==> src/hw/rsm_pkg.sv <==
/*
 * Shared constants and types for the reconfiguration watch unit: register
 * offsets and bit positions, reset values, step timing and monitor states.
 * Assumes a 125 MHz system clock and 32-bit AHB-Lite register access.
 */
package rsm_pkg;

    // Register byte offsets
    localparam logic [7:0] CTRL_OFS      = 8'h00;
    localparam logic [7:0] STATUS_OFS    = 8'h04;
    localparam logic [7:0] IRQ_STAT_OFS  = 8'h08;
    localparam logic [7:0] IRQ_MASK_OFS  = 8'h0C;
    localparam logic [7:0] ALARM_CLR_OFS = 8'h10;

    // Control register fields
    localparam int CTRL_LOCK_POS  = 0;   // One lock bit per monitor instance, bits 0..3
    localparam int CTRL_VIAB_POS  = 4;   // Minimum viable configuration check enable
    localparam int CTRL_MAINS_POS = 5;   // 1: step from mains pin, 0: internal divider
    localparam int CTRL_W         = 6;
    localparam logic [CTRL_W-1:0] CTRL_RST = 6'h00;

    // Interrupt status / mask fields
    localparam int IRQ_ALARM_POS = 0;
    localparam int IRQ_TOUT_POS  = 1;
    localparam int IRQ_EARLY_POS = 2;
    localparam int IRQ_W         = 3;
    localparam logic [IRQ_W-1:0] IRQ_MASK_RST = 3'h0;

    // Status word: one byte per instance
    localparam int STAT_LANE_W    = 8;
    localparam int STAT_CNT_W     = 5;
    localparam int STAT_RUN_POS   = 5;
    localparam int STAT_TOUT_POS  = 6;
    localparam int STAT_ALARM_POS = 7;

    // Timeout counter and step timing
    localparam int CNT_W_DEF     = 5;      // 32 step periods when no extra enable
    localparam int TMO_STEPS     = 32;
    localparam int STEP_MS       = 16;     // One counter step
    localparam int CLK_HZ        = 125_000_000;
    localparam int STEP_CYCLES_DEF = STEP_MS * (CLK_HZ / 1000);
    localparam int MIN_VIABLE_CPUS = 2;
    localparam int N_CPU           = 4;
    localparam int N_MON_DEF       = 2;

    typedef enum logic [1:0] {
        RSM_IDLE,
        RSM_RUN,
        RSM_TOUT
    } rsm_state_t;

    // Captured AHB address phase
    typedef struct packed {
        logic       valid;
        logic       write;
        logic [7:0] addr;
    } rsm_ahb_req_t;

endpackage

==> src/hw/rsm_reconfig_watch_unit.sv <==
/*
 * Reconfiguration watch unit: duplexed hardware watchdog supervising the
 * reconfiguration state of four processors, with AHB-Lite register access.
 * Assumes all pin inputs are asynchronous and that the bus is single-slave
 * with whole-word single transfers.
 */
// Register access over AHB-Lite and the address map were left to the implementer.
//
// Contract
// - First enable while idle starts the timeout counter and opens a period.
// - Each further enable in a period forces the next high counter bit on.
// - Period is 32 steps, then 16, 8, 4 with one to three extra enables.
// - Counter steps on a 16 ms mains-derived pulse: 512 ms to 64 ms.
// - Each processor's reconfiguration-state line is watched against the period.
// - Alarm if reconfiguration state is not entered or not left before expiry.
// - End of reconfiguration state forces end carry, monitor ready at once.
// - Alarm goes to remote station and as interrupt to all processors.
// - Alarm clears only by remote/local reset pin or data-bus link write.
// - Remote alert stays on even if processors ignore the interrupt.
// - Raised alarm holds until reset, whatever the state lines do.
// - Two independent monitor instances; either one alone raises the alarm.
// - Each instance can be locked into alarm separately for testing the other.
`timescale 1ns/1ns
module rsm_reconfig_watch_unit #(
    parameter int N_MON       = rsm_pkg::N_MON_DEF,
    parameter int CNT_W       = rsm_pkg::CNT_W_DEF,
    parameter int STEP_CYCLES = rsm_pkg::STEP_CYCLES_DEF
) (
    // Clock and reset
    input  wire logic                      CLK_I,
    input  wire logic                      RST_N_I,
    // AHB-Lite slave
    input  wire logic                      HSEL_I,
    input  wire logic [31:0]               HADDR_I,
    input  wire logic [1:0]                HTRANS_I,
    input  wire logic                      HWRITE_I,
    input  wire logic [2:0]                HSIZE_I,
    input  wire logic [31:0]               HWDATA_I,
    input  wire logic                      HREADY_I,
    output logic      [31:0]               HRDATA_O,
    output logic                           HREADYOUT_O,
    output logic                           HRESP_O,
    // Processor lines
    input  wire logic [rsm_pkg::N_CPU-1:0] ENABLE_I,
    input  wire logic [rsm_pkg::N_CPU-1:0] STATE3_I,
    input  wire logic [rsm_pkg::N_CPU-1:0] OPERATIONAL_I,
    // External resets and mains step
    input  wire logic                      ALARM_RESET_I,
    input  wire logic                      TIMEOUT_RESET_I,
    input  wire logic                      MAINS_STEP_I,
    // Alarm and status outputs
    output logic                           REMOTE_ALERT_OUT_O,
    output logic                           ALARM_IRQ_CPU_O,
    output logic                           TIMEOUT_OCCURRED_O,
    output logic                           IRQ_O
);

    localparam int SYNC_W = 3 * rsm_pkg::N_CPU + 3;
    localparam int DIV_W  = $clog2(STEP_CYCLES);

    generate
        if (N_MON < 1 || N_MON > 4 || CNT_W < 3 || CNT_W > rsm_pkg::STAT_CNT_W || STEP_CYCLES < 2) begin : g_chk
            $error("rsm_reconfig_watch_unit: unsupported parameter value");
        end
    endgenerate

    // Two-stage synchronisers for every pin input
    logic [SYNC_W-1:0] sync1_q;
    logic [SYNC_W-1:0] sync2_q;
    logic [rsm_pkg::N_CPU-1:0] en_prev_q;
    logic                      mains_prev_q;

    always_ff @(posedge CLK_I) begin
        if (!RST_N_I) begin
            sync1_q <= '0;
            sync2_q <= '0;
        end else begin
            sync1_q <= {MAINS_STEP_I, TIMEOUT_RESET_I, ALARM_RESET_I, OPERATIONAL_I, STATE3_I, ENABLE_I};
            sync2_q <= sync1_q;
        end
    end

    logic [rsm_pkg::N_CPU-1:0] en_s;
    logic [rsm_pkg::N_CPU-1:0] s3_s;
    logic [rsm_pkg::N_CPU-1:0] oper_s;
    logic                      alarm_rst_s;
    logic                      tmo_rst_s;
    logic                      mains_s;

    assign {mains_s, tmo_rst_s, alarm_rst_s, oper_s, s3_s, en_s} = sync2_q;

    always_ff @(posedge CLK_I) begin
        if (!RST_N_I) begin
            en_prev_q    <= '0;
            mains_prev_q <= 1'b0;
        end else begin
            en_prev_q    <= en_s;
            mains_prev_q <= mains_s;
        end
    end

    logic en_pulse;
    logic s3_any;
    logic below_viable;

    assign en_pulse     = |(en_s & ~en_prev_q);
    assign s3_any       = |s3_s;
    assign below_viable = $countones(oper_s) < rsm_pkg::MIN_VIABLE_CPUS;

    // Registers
    logic [rsm_pkg::CTRL_W-1:0] ctrl_q;
    logic [rsm_pkg::IRQ_W-1:0]  irq_stat_q;
    logic [rsm_pkg::IRQ_W-1:0]  irq_mask_q;

    // Step pulse: internal divider or synchronised mains edge
    logic [DIV_W-1:0] div_q;
    logic             div_tick_q;
    logic             step;

    always_ff @(posedge CLK_I) begin
        if (!RST_N_I) begin
            div_q      <= '0;
            div_tick_q <= 1'b0;
        end else if (div_q == DIV_W'(STEP_CYCLES - 1)) begin
            div_q      <= '0;
            div_tick_q <= 1'b1;
        end else begin
            div_q      <= div_q + 1'b1;
            div_tick_q <= 1'b0;
        end
    end

    assign step = ctrl_q[rsm_pkg::CTRL_MAINS_POS] ? (mains_s & ~mains_prev_q) : div_tick_q;

    // Monitor instances
    rsm_pkg::rsm_state_t  st_q    [N_MON];
    logic [CNT_W-1:0]     cnt_q   [N_MON];
    logic [CNT_W-1:0]     pmask_q [N_MON];
    logic [N_MON-1:0]     seen_q;
    logic [N_MON-1:0]     alarm_q;
    logic [N_MON-1:0]     expire_w;
    logic [N_MON-1:0]     early_w;
    logic [N_MON-1:0]     set_w;
    logic                 alarm_clr;

    genvar gi;
    generate
        for (gi = 0; gi < N_MON; gi++) begin : g_mon
            logic forced;
            logic viab_fail;

            assign forced    = (st_q[gi] == rsm_pkg::RSM_RUN) && seen_q[gi] && !s3_any;
            assign expire_w[gi] = (st_q[gi] == rsm_pkg::RSM_RUN) && !forced && step && (&cnt_q[gi]);
            assign early_w[gi]  = forced;
            assign viab_fail = ctrl_q[rsm_pkg::CTRL_VIAB_POS] && below_viable && (forced || expire_w[gi]);
            // Expiry means state 3 never came or never ended
            assign set_w[gi] = expire_w[gi] || viab_fail;

            always_ff @(posedge CLK_I) begin
                if (!RST_N_I) begin
                    st_q[gi]    <= rsm_pkg::RSM_IDLE;
                    cnt_q[gi]   <= '0;
                    pmask_q[gi] <= '0;
                    seen_q[gi]  <= 1'b0;
                end else begin
                    case (st_q[gi])
                        rsm_pkg::RSM_IDLE: begin
                            if (en_pulse) begin
                                st_q[gi]    <= rsm_pkg::RSM_RUN;
                                cnt_q[gi]   <= '0;
                                pmask_q[gi] <= {1'b1, {(CNT_W-1){1'b0}}};
                                seen_q[gi]  <= 1'b0;
                            end
                        end
                        rsm_pkg::RSM_RUN: begin
                            if (forced) begin
                                st_q[gi]    <= rsm_pkg::RSM_IDLE;
                                cnt_q[gi]   <= '0;
                                pmask_q[gi] <= '0;
                            end else if (expire_w[gi]) begin
                                st_q[gi]    <= rsm_pkg::RSM_TOUT;
                                cnt_q[gi]   <= '0;
                                pmask_q[gi] <= '0;
                            end else begin
                                // Preset bit rides on top of any step in the same cycle
                                cnt_q[gi]   <= (step ? cnt_q[gi] + 1'b1 : cnt_q[gi])
                                               | (en_pulse ? pmask_q[gi] : '0);
                                if (en_pulse) begin
                                    pmask_q[gi] <= pmask_q[gi] >> 1;
                                end
                                seen_q[gi]  <= seen_q[gi] | s3_any;
                            end
                        end
                        rsm_pkg::RSM_TOUT: begin
                            if (tmo_rst_s) begin
                                st_q[gi] <= rsm_pkg::RSM_IDLE;
                            end
                        end
                        default: begin
                            st_q[gi] <= rsm_pkg::RSM_IDLE;
                        end
                    endcase
                end
            end

            // Lock and new alarm win over any clear; state lines cannot clear it
            always_ff @(posedge CLK_I) begin
                if (!RST_N_I) begin
                    alarm_q[gi] <= 1'b0;
                end else begin
                    alarm_q[gi] <= set_w[gi] || ctrl_q[rsm_pkg::CTRL_LOCK_POS + gi]
                                   || (alarm_q[gi] && !alarm_clr);
                end
            end
        end
    endgenerate

    // AHB-Lite slave: zero wait state, always OKAY
    rsm_pkg::rsm_ahb_req_t req_q;
    logic                  take;
    logic [31:0]           status_w;
    logic [31:0]           rdata_d;

    assign take = HSEL_I && HTRANS_I[1] && HREADY_I;

    always_ff @(posedge CLK_I) begin
        if (!RST_N_I) begin
            req_q       <= '0;
            HREADYOUT_O <= 1'b1;
            HRESP_O     <= 1'b0;
            HRDATA_O    <= '0;
        end else begin
            HREADYOUT_O <= 1'b1;
            HRESP_O     <= 1'b0;
            if (HREADY_I) begin
                req_q.valid <= take;
                req_q.write <= HWRITE_I;
                req_q.addr  <= HADDR_I[7:0];
                HRDATA_O    <= (take && !HWRITE_I) ? rdata_d : '0;
            end
        end
    end

    always_comb begin
        status_w = '0;
        for (int i = 0; i < N_MON; i++) begin
            status_w[i*rsm_pkg::STAT_LANE_W +: rsm_pkg::STAT_CNT_W] = rsm_pkg::STAT_CNT_W'(cnt_q[i]);
            status_w[i*rsm_pkg::STAT_LANE_W + rsm_pkg::STAT_RUN_POS]   = (st_q[i] == rsm_pkg::RSM_RUN);
            status_w[i*rsm_pkg::STAT_LANE_W + rsm_pkg::STAT_TOUT_POS]  = (st_q[i] == rsm_pkg::RSM_TOUT);
            status_w[i*rsm_pkg::STAT_LANE_W + rsm_pkg::STAT_ALARM_POS] = alarm_q[i];
        end
    end

    always_comb begin
        case (HADDR_I[7:0])
            rsm_pkg::CTRL_OFS:     rdata_d = 32'(ctrl_q);
            rsm_pkg::STATUS_OFS:   rdata_d = status_w;
            rsm_pkg::IRQ_STAT_OFS: rdata_d = 32'(irq_stat_q);
            rsm_pkg::IRQ_MASK_OFS: rdata_d = 32'(irq_mask_q);
            default:               rdata_d = 32'h0000_0000;
        endcase
    end

    logic wr;
    assign wr        = req_q.valid && req_q.write;
    // Data-bus link write is the processors' only way to clear the alarm
    assign alarm_clr = alarm_rst_s || (wr && req_q.addr == rsm_pkg::ALARM_CLR_OFS && HWDATA_I[0]);

    always_ff @(posedge CLK_I) begin
        if (!RST_N_I) begin
            ctrl_q     <= rsm_pkg::CTRL_RST;
            irq_mask_q <= rsm_pkg::IRQ_MASK_RST;
        end else if (wr) begin
            if (req_q.addr == rsm_pkg::CTRL_OFS) begin
                ctrl_q <= HWDATA_I[rsm_pkg::CTRL_W-1:0];
            end
            if (req_q.addr == rsm_pkg::IRQ_MASK_OFS) begin
                irq_mask_q <= HWDATA_I[rsm_pkg::IRQ_W-1:0];
            end
        end
    end

    // Sticky events, write one to clear; a new event wins over the clear
    logic [rsm_pkg::IRQ_W-1:0] irq_ev;
    logic [rsm_pkg::IRQ_W-1:0] irq_w1c;

    always_comb begin
        irq_ev = '0;
        irq_ev[rsm_pkg::IRQ_ALARM_POS] = |(set_w & ~alarm_q);
        irq_ev[rsm_pkg::IRQ_TOUT_POS]  = |expire_w;
        irq_ev[rsm_pkg::IRQ_EARLY_POS] = |early_w;
    end

    assign irq_w1c = (wr && req_q.addr == rsm_pkg::IRQ_STAT_OFS) ? HWDATA_I[rsm_pkg::IRQ_W-1:0] : '0;

    always_ff @(posedge CLK_I) begin
        if (!RST_N_I) begin
            irq_stat_q <= '0;
        end else begin
            irq_stat_q <= irq_ev | (irq_stat_q & ~irq_w1c);
        end
    end

    // Outputs
    logic tout_any;
    always_comb begin
        tout_any = 1'b0;
        for (int i = 0; i < N_MON; i++) begin
            tout_any = tout_any | (st_q[i] == rsm_pkg::RSM_TOUT);
        end
    end

    always_ff @(posedge CLK_I) begin
        if (!RST_N_I) begin
            REMOTE_ALERT_OUT_O <= 1'b0;
            ALARM_IRQ_CPU_O    <= 1'b0;
            TIMEOUT_OCCURRED_O <= 1'b0;
            IRQ_O              <= 1'b0;
        end else begin
            // Remote alert ignores the processor-side mask entirely
            REMOTE_ALERT_OUT_O <= |alarm_q;
            ALARM_IRQ_CPU_O    <= |alarm_q;
            TIMEOUT_OCCURRED_O <= tout_any;
            IRQ_O              <= |(irq_stat_q & irq_mask_q);
        end
    end

endmodule

==> config.mk <==
export PLATFORM = sky130hd
export DESIGN_NAME = rsm_reconfig_watch_unit
export DESIGN_NICKNAME = d
export VERILOG_FILES = /design/src/hw/rsm_pkg.sv /design/src/hw/rsm_reconfig_watch_unit.sv
export SDC_FILE = /design/constraint.sdc
export NUM_CORES = 1
export LEC_CHECK = 0
export BUFFER_PORTS_ARGS = -buffer_cell sky130_fd_sc_hd__buf_4
export CORE_ASPECT_RATIO = 1.4
export CORE_MARGIN = 1
export CORE_UTILIZATION = 45
export DETAILED_ROUTE_END_ITERATION = 8
export PLACE_DENSITY_LB_ADDON = 0.05
export SYNTH_ARGS = -nofsm -noshare
export SYNTH_HDL_FRONTEND = slang
export SYNTH_SLANG_ARGS = --single-unit
==> constraint.sdc <==
create_clock -name CLK_I -period 2 [get_ports CLK_I]
set_input_delay 0.2 -clock CLK_I [delete_from_list [all_inputs] [get_ports CLK_I]]
set_output_delay 0.2 -clock CLK_I [all_outputs]
set_load 0.01 [all_outputs]
==> flow_results.org <==
** Clock network
- Total number of H-tree levels :: 4
- For this design, the sink count on the clock tree is around 130.
- TritonCTS built the clock tree.
- Clock Tree Buf Depth :: 2
- CTS root buffer :: sky130_fd_sc_hd__clkbuf_16
- The number of setup buffers added after CTS is 0.
- At the later pin of the worst-skew pair, clock insertion delay measures 0.41 ns.
- Clock slew at reported path FFs :: 0.05 ns
- Total CTS buffers :: 17

** Finish
- Leading cell type in the layout, fill and taps excluded :: sky130_fd_sc_hd__dfxtp_1
- Footprint of the multi-input gates :: roughly 2200 µm²
- In the final design database the tool counted 688 nets.
- Share of layout cells above drive strength 1 :: between 20% and 30%
- Top library cells by usage in the layout, fill and taps aside :: sky130_fd_sc_hd__dfxtp_1 (102), sky130_fd_sc_hd__buf_4 (79), sky130_fd_sc_hd__nor2_1 (67)
- Relative area change from synthesis to final layout :: 25.91%
- The filler cells instantiated in the layout total 993.
- The sequential cells in the finished layout cover a total of 2763 µm².
- Number of antenna cells inserted :: 0
- For this run, the number of standard cells in the final layout without fillers is around 750.

** Floorplanning
- The die is approximately 130 µm tall.
- The die is slightly above 90 µm wide.
- The floorplan has 45 rows.
- Placeable core region :: around 11000 µm²
- For this design the top-level I/O count stands at between 100 and 150.
- DIE AREA :: around 12000 µm²
- For this configuration, the core starts out at a cell density of between 40% and 50%.

** Synthesis
- In the synthesized netlist the dominant register cell turns out to be sky130_fd_sc_hd__dfxtp_1.
- Post-synth EDFFs :: 24
- Ranked by total cell area, the synthesized netlist is headed by sky130_fd_sc_hd__dfxtp_1 (40%), sky130_fd_sc_hd__edfxtp_1 (14%), sky130_fd_sc_hd__nor2_1 (4.9%).
- After synthesis the netlist holds a flip-flop and latch count of 126.
- The synthesized design spends more area on one cell type than any other, namely sky130_fd_sc_hd__dfxtp_1.
- Synthesized area :: between 5000 and 6000 µm²
- Async set or reset register ratio after synthesis :: 0%
- Share of the yosys chip area belonging to registers :: 53.67%
- Cell count after synthesis :: approximately 500
- Synth cell types :: 54
- Syn_area_per_cell :: 10.19 µm²
- Yosys top cell area share :: a little under 40%
- For this run, the number of Yosys warnings is 0.

** STA
- For the pin with the worst max-slew slack, the measured transition is 0.9518 ns.
- The count of final max-slew check failures came to 0.
- Final critical-path share of the clock period :: roughly nine tenths
- Setup violations remaining at the end of the flow were counted as 0.
- Post-layout minimum cycle time :: 1.822 ns
- The clock arrives with 0.006524 ns of skew.
- Unrepaired setup endpoints after global routing :: false
- Hold is met by about 0.039 ns.
- Max-slew headroom at the worst pin :: 36.31%
- Minimum setup slack in the final design :: 0.1783 ns
- Based on the critical path, the design can be clocked at up to roughly 550 MHz.
- Final Hold Viols :: 0

** Critical path
- The slowest stage of the critical path is the sky130_fd_sc_hd__edfxtp_1 cell.
- Data arrives at the worst endpoint at approximately 2.1 ns.
- Setup crit end kind :: flip-flop
- Traced cell by cell, the critical path runs through ha_1 > and3_1 > ha_1 > o21ai_1 > buf_4 > nand4_1 > buf_4 > a21oi_1.
- Across all register-to-register paths, the minimum setup slack is 0.18 ns.
- Category of cells accounting for the largest share of critical-path delay :: adder cells
- Worst reg2reg startpoint :: cnt_q[0][0]$_SDFFCE_PN0P_
- In this run the worst path has a maximum fanout of 9.
- For the worst setup path, the data required time is 2.25 ns.
- The number of buffers and inverters on the critical path is 2.
- Longest individual stage delay on the worst path :: 0.40 ns
- The worst register-to-register path has a depth of 8.
- The worst setup path is of the flip-flop to flip-flop kind.
- The endpoint identified for the worst register-to-register timing path is cnt_q[0][0]$_SDFFCE_PN0P_.
- Worst Setup Start Kind :: flip-flop

** Route
- Post-DR wirelength/cell :: ~14 µm
- For this block, the via count after detailed routing is 3741.
- Once detail routing completed, the nets flagged for antenna violations numbered 0.
- Wire length reported by the detailed router :: between 10000 and 15000 µm
- For this run, the detailed router's first-pass iteration total came to 4.
- After detailed routing, the number of vias per cell comes to about 5.0.
- The detailed router finished its first iteration with between 100 and 150 violations.
- Number of remaining DRC errors :: 0

** Min path
- The worst hold path begins at HWDATA_I[5].
- Type of the tightest min-delay check :: primary input to flip-flop
- For hold timing, the worst endpoint is ctrl_q[5]$_SDFFE_PN0P_.
- The worst hold path passes through 3 cells.

** Place
- Estimated wirelength of the detail-placed design :: around 7100 µm
- # port buffers :: 54
- The number of placed instances, taps included, is 700.
- Routability congestion estimate :: slightly above 0.8
- Before CTS, the worst setup slack after placement is -0.04458 ns.

** Pwr
- For this design the static power due to leakage is between 0.002 and 0.003 µW.
- Areal power density over the cells :: 948.4 nW/µm²
- IR analysis of the VDD net gives a maximum drop of about 0.6 mV.

** Global routing
- The number of antenna violations at the first check in global routing came to 0.
- Total overflow reported by the global router :: 0
- The number of global-route vias before repair came to around 3600.
- All-layer global routing usage :: a little under a fifth
- Entering global routing, the biggest net connects 47 pins.
- The first global-routing pass estimated between 15000 and 20000 µm of wire.

** Run status
- The run finished with clean final reports.

** Flow run
- Max-cap violations in this run came to 0.
[worst max path at each step]
stage                                  endpoint  cells past startpoint                      start
finish                cnt_q[0][0]$_SDFFCE_PN0P_                      8  cnt_q[0][0]$_SDFFCE_PN0P_
global route          cnt_q[0][0]$_SDFFCE_PN0P_                      8  cnt_q[0][0]$_SDFFCE_PN0P_
CTS                      seen_q[1]$_SDFFE_PN0P_                      7  cnt_q[1][0]$_SDFFCE_PN0P_
detailed placement  pmask_q[0][0]$_SDFFCE_PN0P_                      7  cnt_q[0][1]$_SDFFCE_PN0P_
global placement    pmask_q[0][0]$_SDFFCE_PN0P_                      7  cnt_q[0][0]$_SDFFCE_PN0P_
floorplan           pmask_q[0][0]$_SDFFCE_PN0P_                      7  cnt_q[0][0]$_SDFFCE_PN0P_
[stage by stage]
step	TNS (ns)	util [%]	power, µW	cell area [µm²]
4_1_cts	0	58.81	6201	6457
3_3_place_gp	-0.03374	52.26	3268	5738
5_1_grt	0	59.03	6419	6481
3_5_place_dp	-0.2224	52.26	3278	5738
2_1_floorplan	0	-	3116	5207
6_report	0	59.03	6147	6481
[where the power goes]
group          switching, µW  internal, µW
Sequential              70.6          2720
Combinational            252           217
Clock                   1060          1830
Total                   1380          4770
[Yosys cell counts, types with 5 or more instances]
| library cell | n |
|---|---|
| sky130_fd_sc_hd__buf_4 | 21 |
| sky130_fd_sc_hd__edfxtp_1 | 24 |
| sky130_fd_sc_hd__nand2b_1 | 9 |
| sky130_fd_sc_hd__nor3_1 | 7 |
| sky130_fd_sc_hd__a22o_1 | 11 |
| sky130_fd_sc_hd__xnor2_1 | 6 |
| sky130_fd_sc_hd__nand4_1 | 12 |
| sky130_fd_sc_hd__and2_1 | 36 |
| sky130_fd_sc_hd__and3_1 | 5 |
| sky130_fd_sc_hd__mux2i_1 | 23 |
| sky130_fd_sc_hd__ha_1 | 5 |
| sky130_fd_sc_hd__nor2_1 | 67 |
| sky130_fd_sc_hd__clkbuf_1 | 11 |
| sky130_fd_sc_hd__a21oi_1 | 19 |
| sky130_fd_sc_hd__o21ai_0 | 5 |
| sky130_fd_sc_hd__inv_1 | 11 |
| sky130_fd_sc_hd__dfxtp_1 | 102 |
| sky130_fd_sc_hd__nor4_1 | 7 |
| sky130_fd_sc_hd__xor2_1 | 19 |
| sky130_fd_sc_hd__nand3_1 | 14 |
| sky130_fd_sc_hd__nand2_1 | 33 |
[tightest hold or removal path: stages]
cell and delay [ns]:
sky130_fd_sc_hd__buf_4 0.08, sky130_fd_sc_hd__mux2i_1 0.06, sky130_fd_sc_hd__nor2_1 0.07
[cell type report]
cell class	count	share of cell area (%)
clock inverter	11	1.351
timing repair buffer	94	11.47
sequential	126	42.63
tap	141	2.722
clock buffer	21	7.432
multi-input combinational	343	33.76
inverter	11	0.6371
[cells by family after synthesis]
family / count (synthesis) / share of synthesized area, %
mux: 29 / 6.441
fa+ha+maj: 6 / 1.604
compound gates: 58 / 7.924
other cells: 2 / 0.1459
buf+inv: 52 / 5.445
xor+xnor: 25 / 4.254
flops: 126 / 53.67
simple gates: 207 / 20.52
[metal layers]
metal  GRT usage [%]  wire length, µm  vias to the layer above
met4           7.721              142                        0
li1                -                -                     1890
met1           21.35             4390                     1753
met3           4.610              401                       17
met5               0                0                        -
met2           31.90             5199                       81
[repair_timing]
action                                 CTS  global route
setup endpoints to repair                5            16
hold buffers                            15             0
resized for setup                        1             8
endpoints found under the hold margin   15             0
cloned                                   0             0
[sequential cells by signal, indices dropped and copies added (netlist names)]
register            flops
seen_q                  2
irq_stat_q              3
HRDATA_O               16
ctrl_q                  6
irq_mask_q              3
req_q                  10
div_tick_q              1
TIMEOUT_OCCURRED_O      1
div_q                  21
sync1_q                15
sync2_q                15
ALARM_IRQ_CPU_O         1
alarm_q                 2
st_q                    4
mains_prev_q            1
pmask_q                10
en_prev_q               4
IRQ_O                   1
cnt_q                  10
Note: power is estimated with default switching activity, not from simulation.
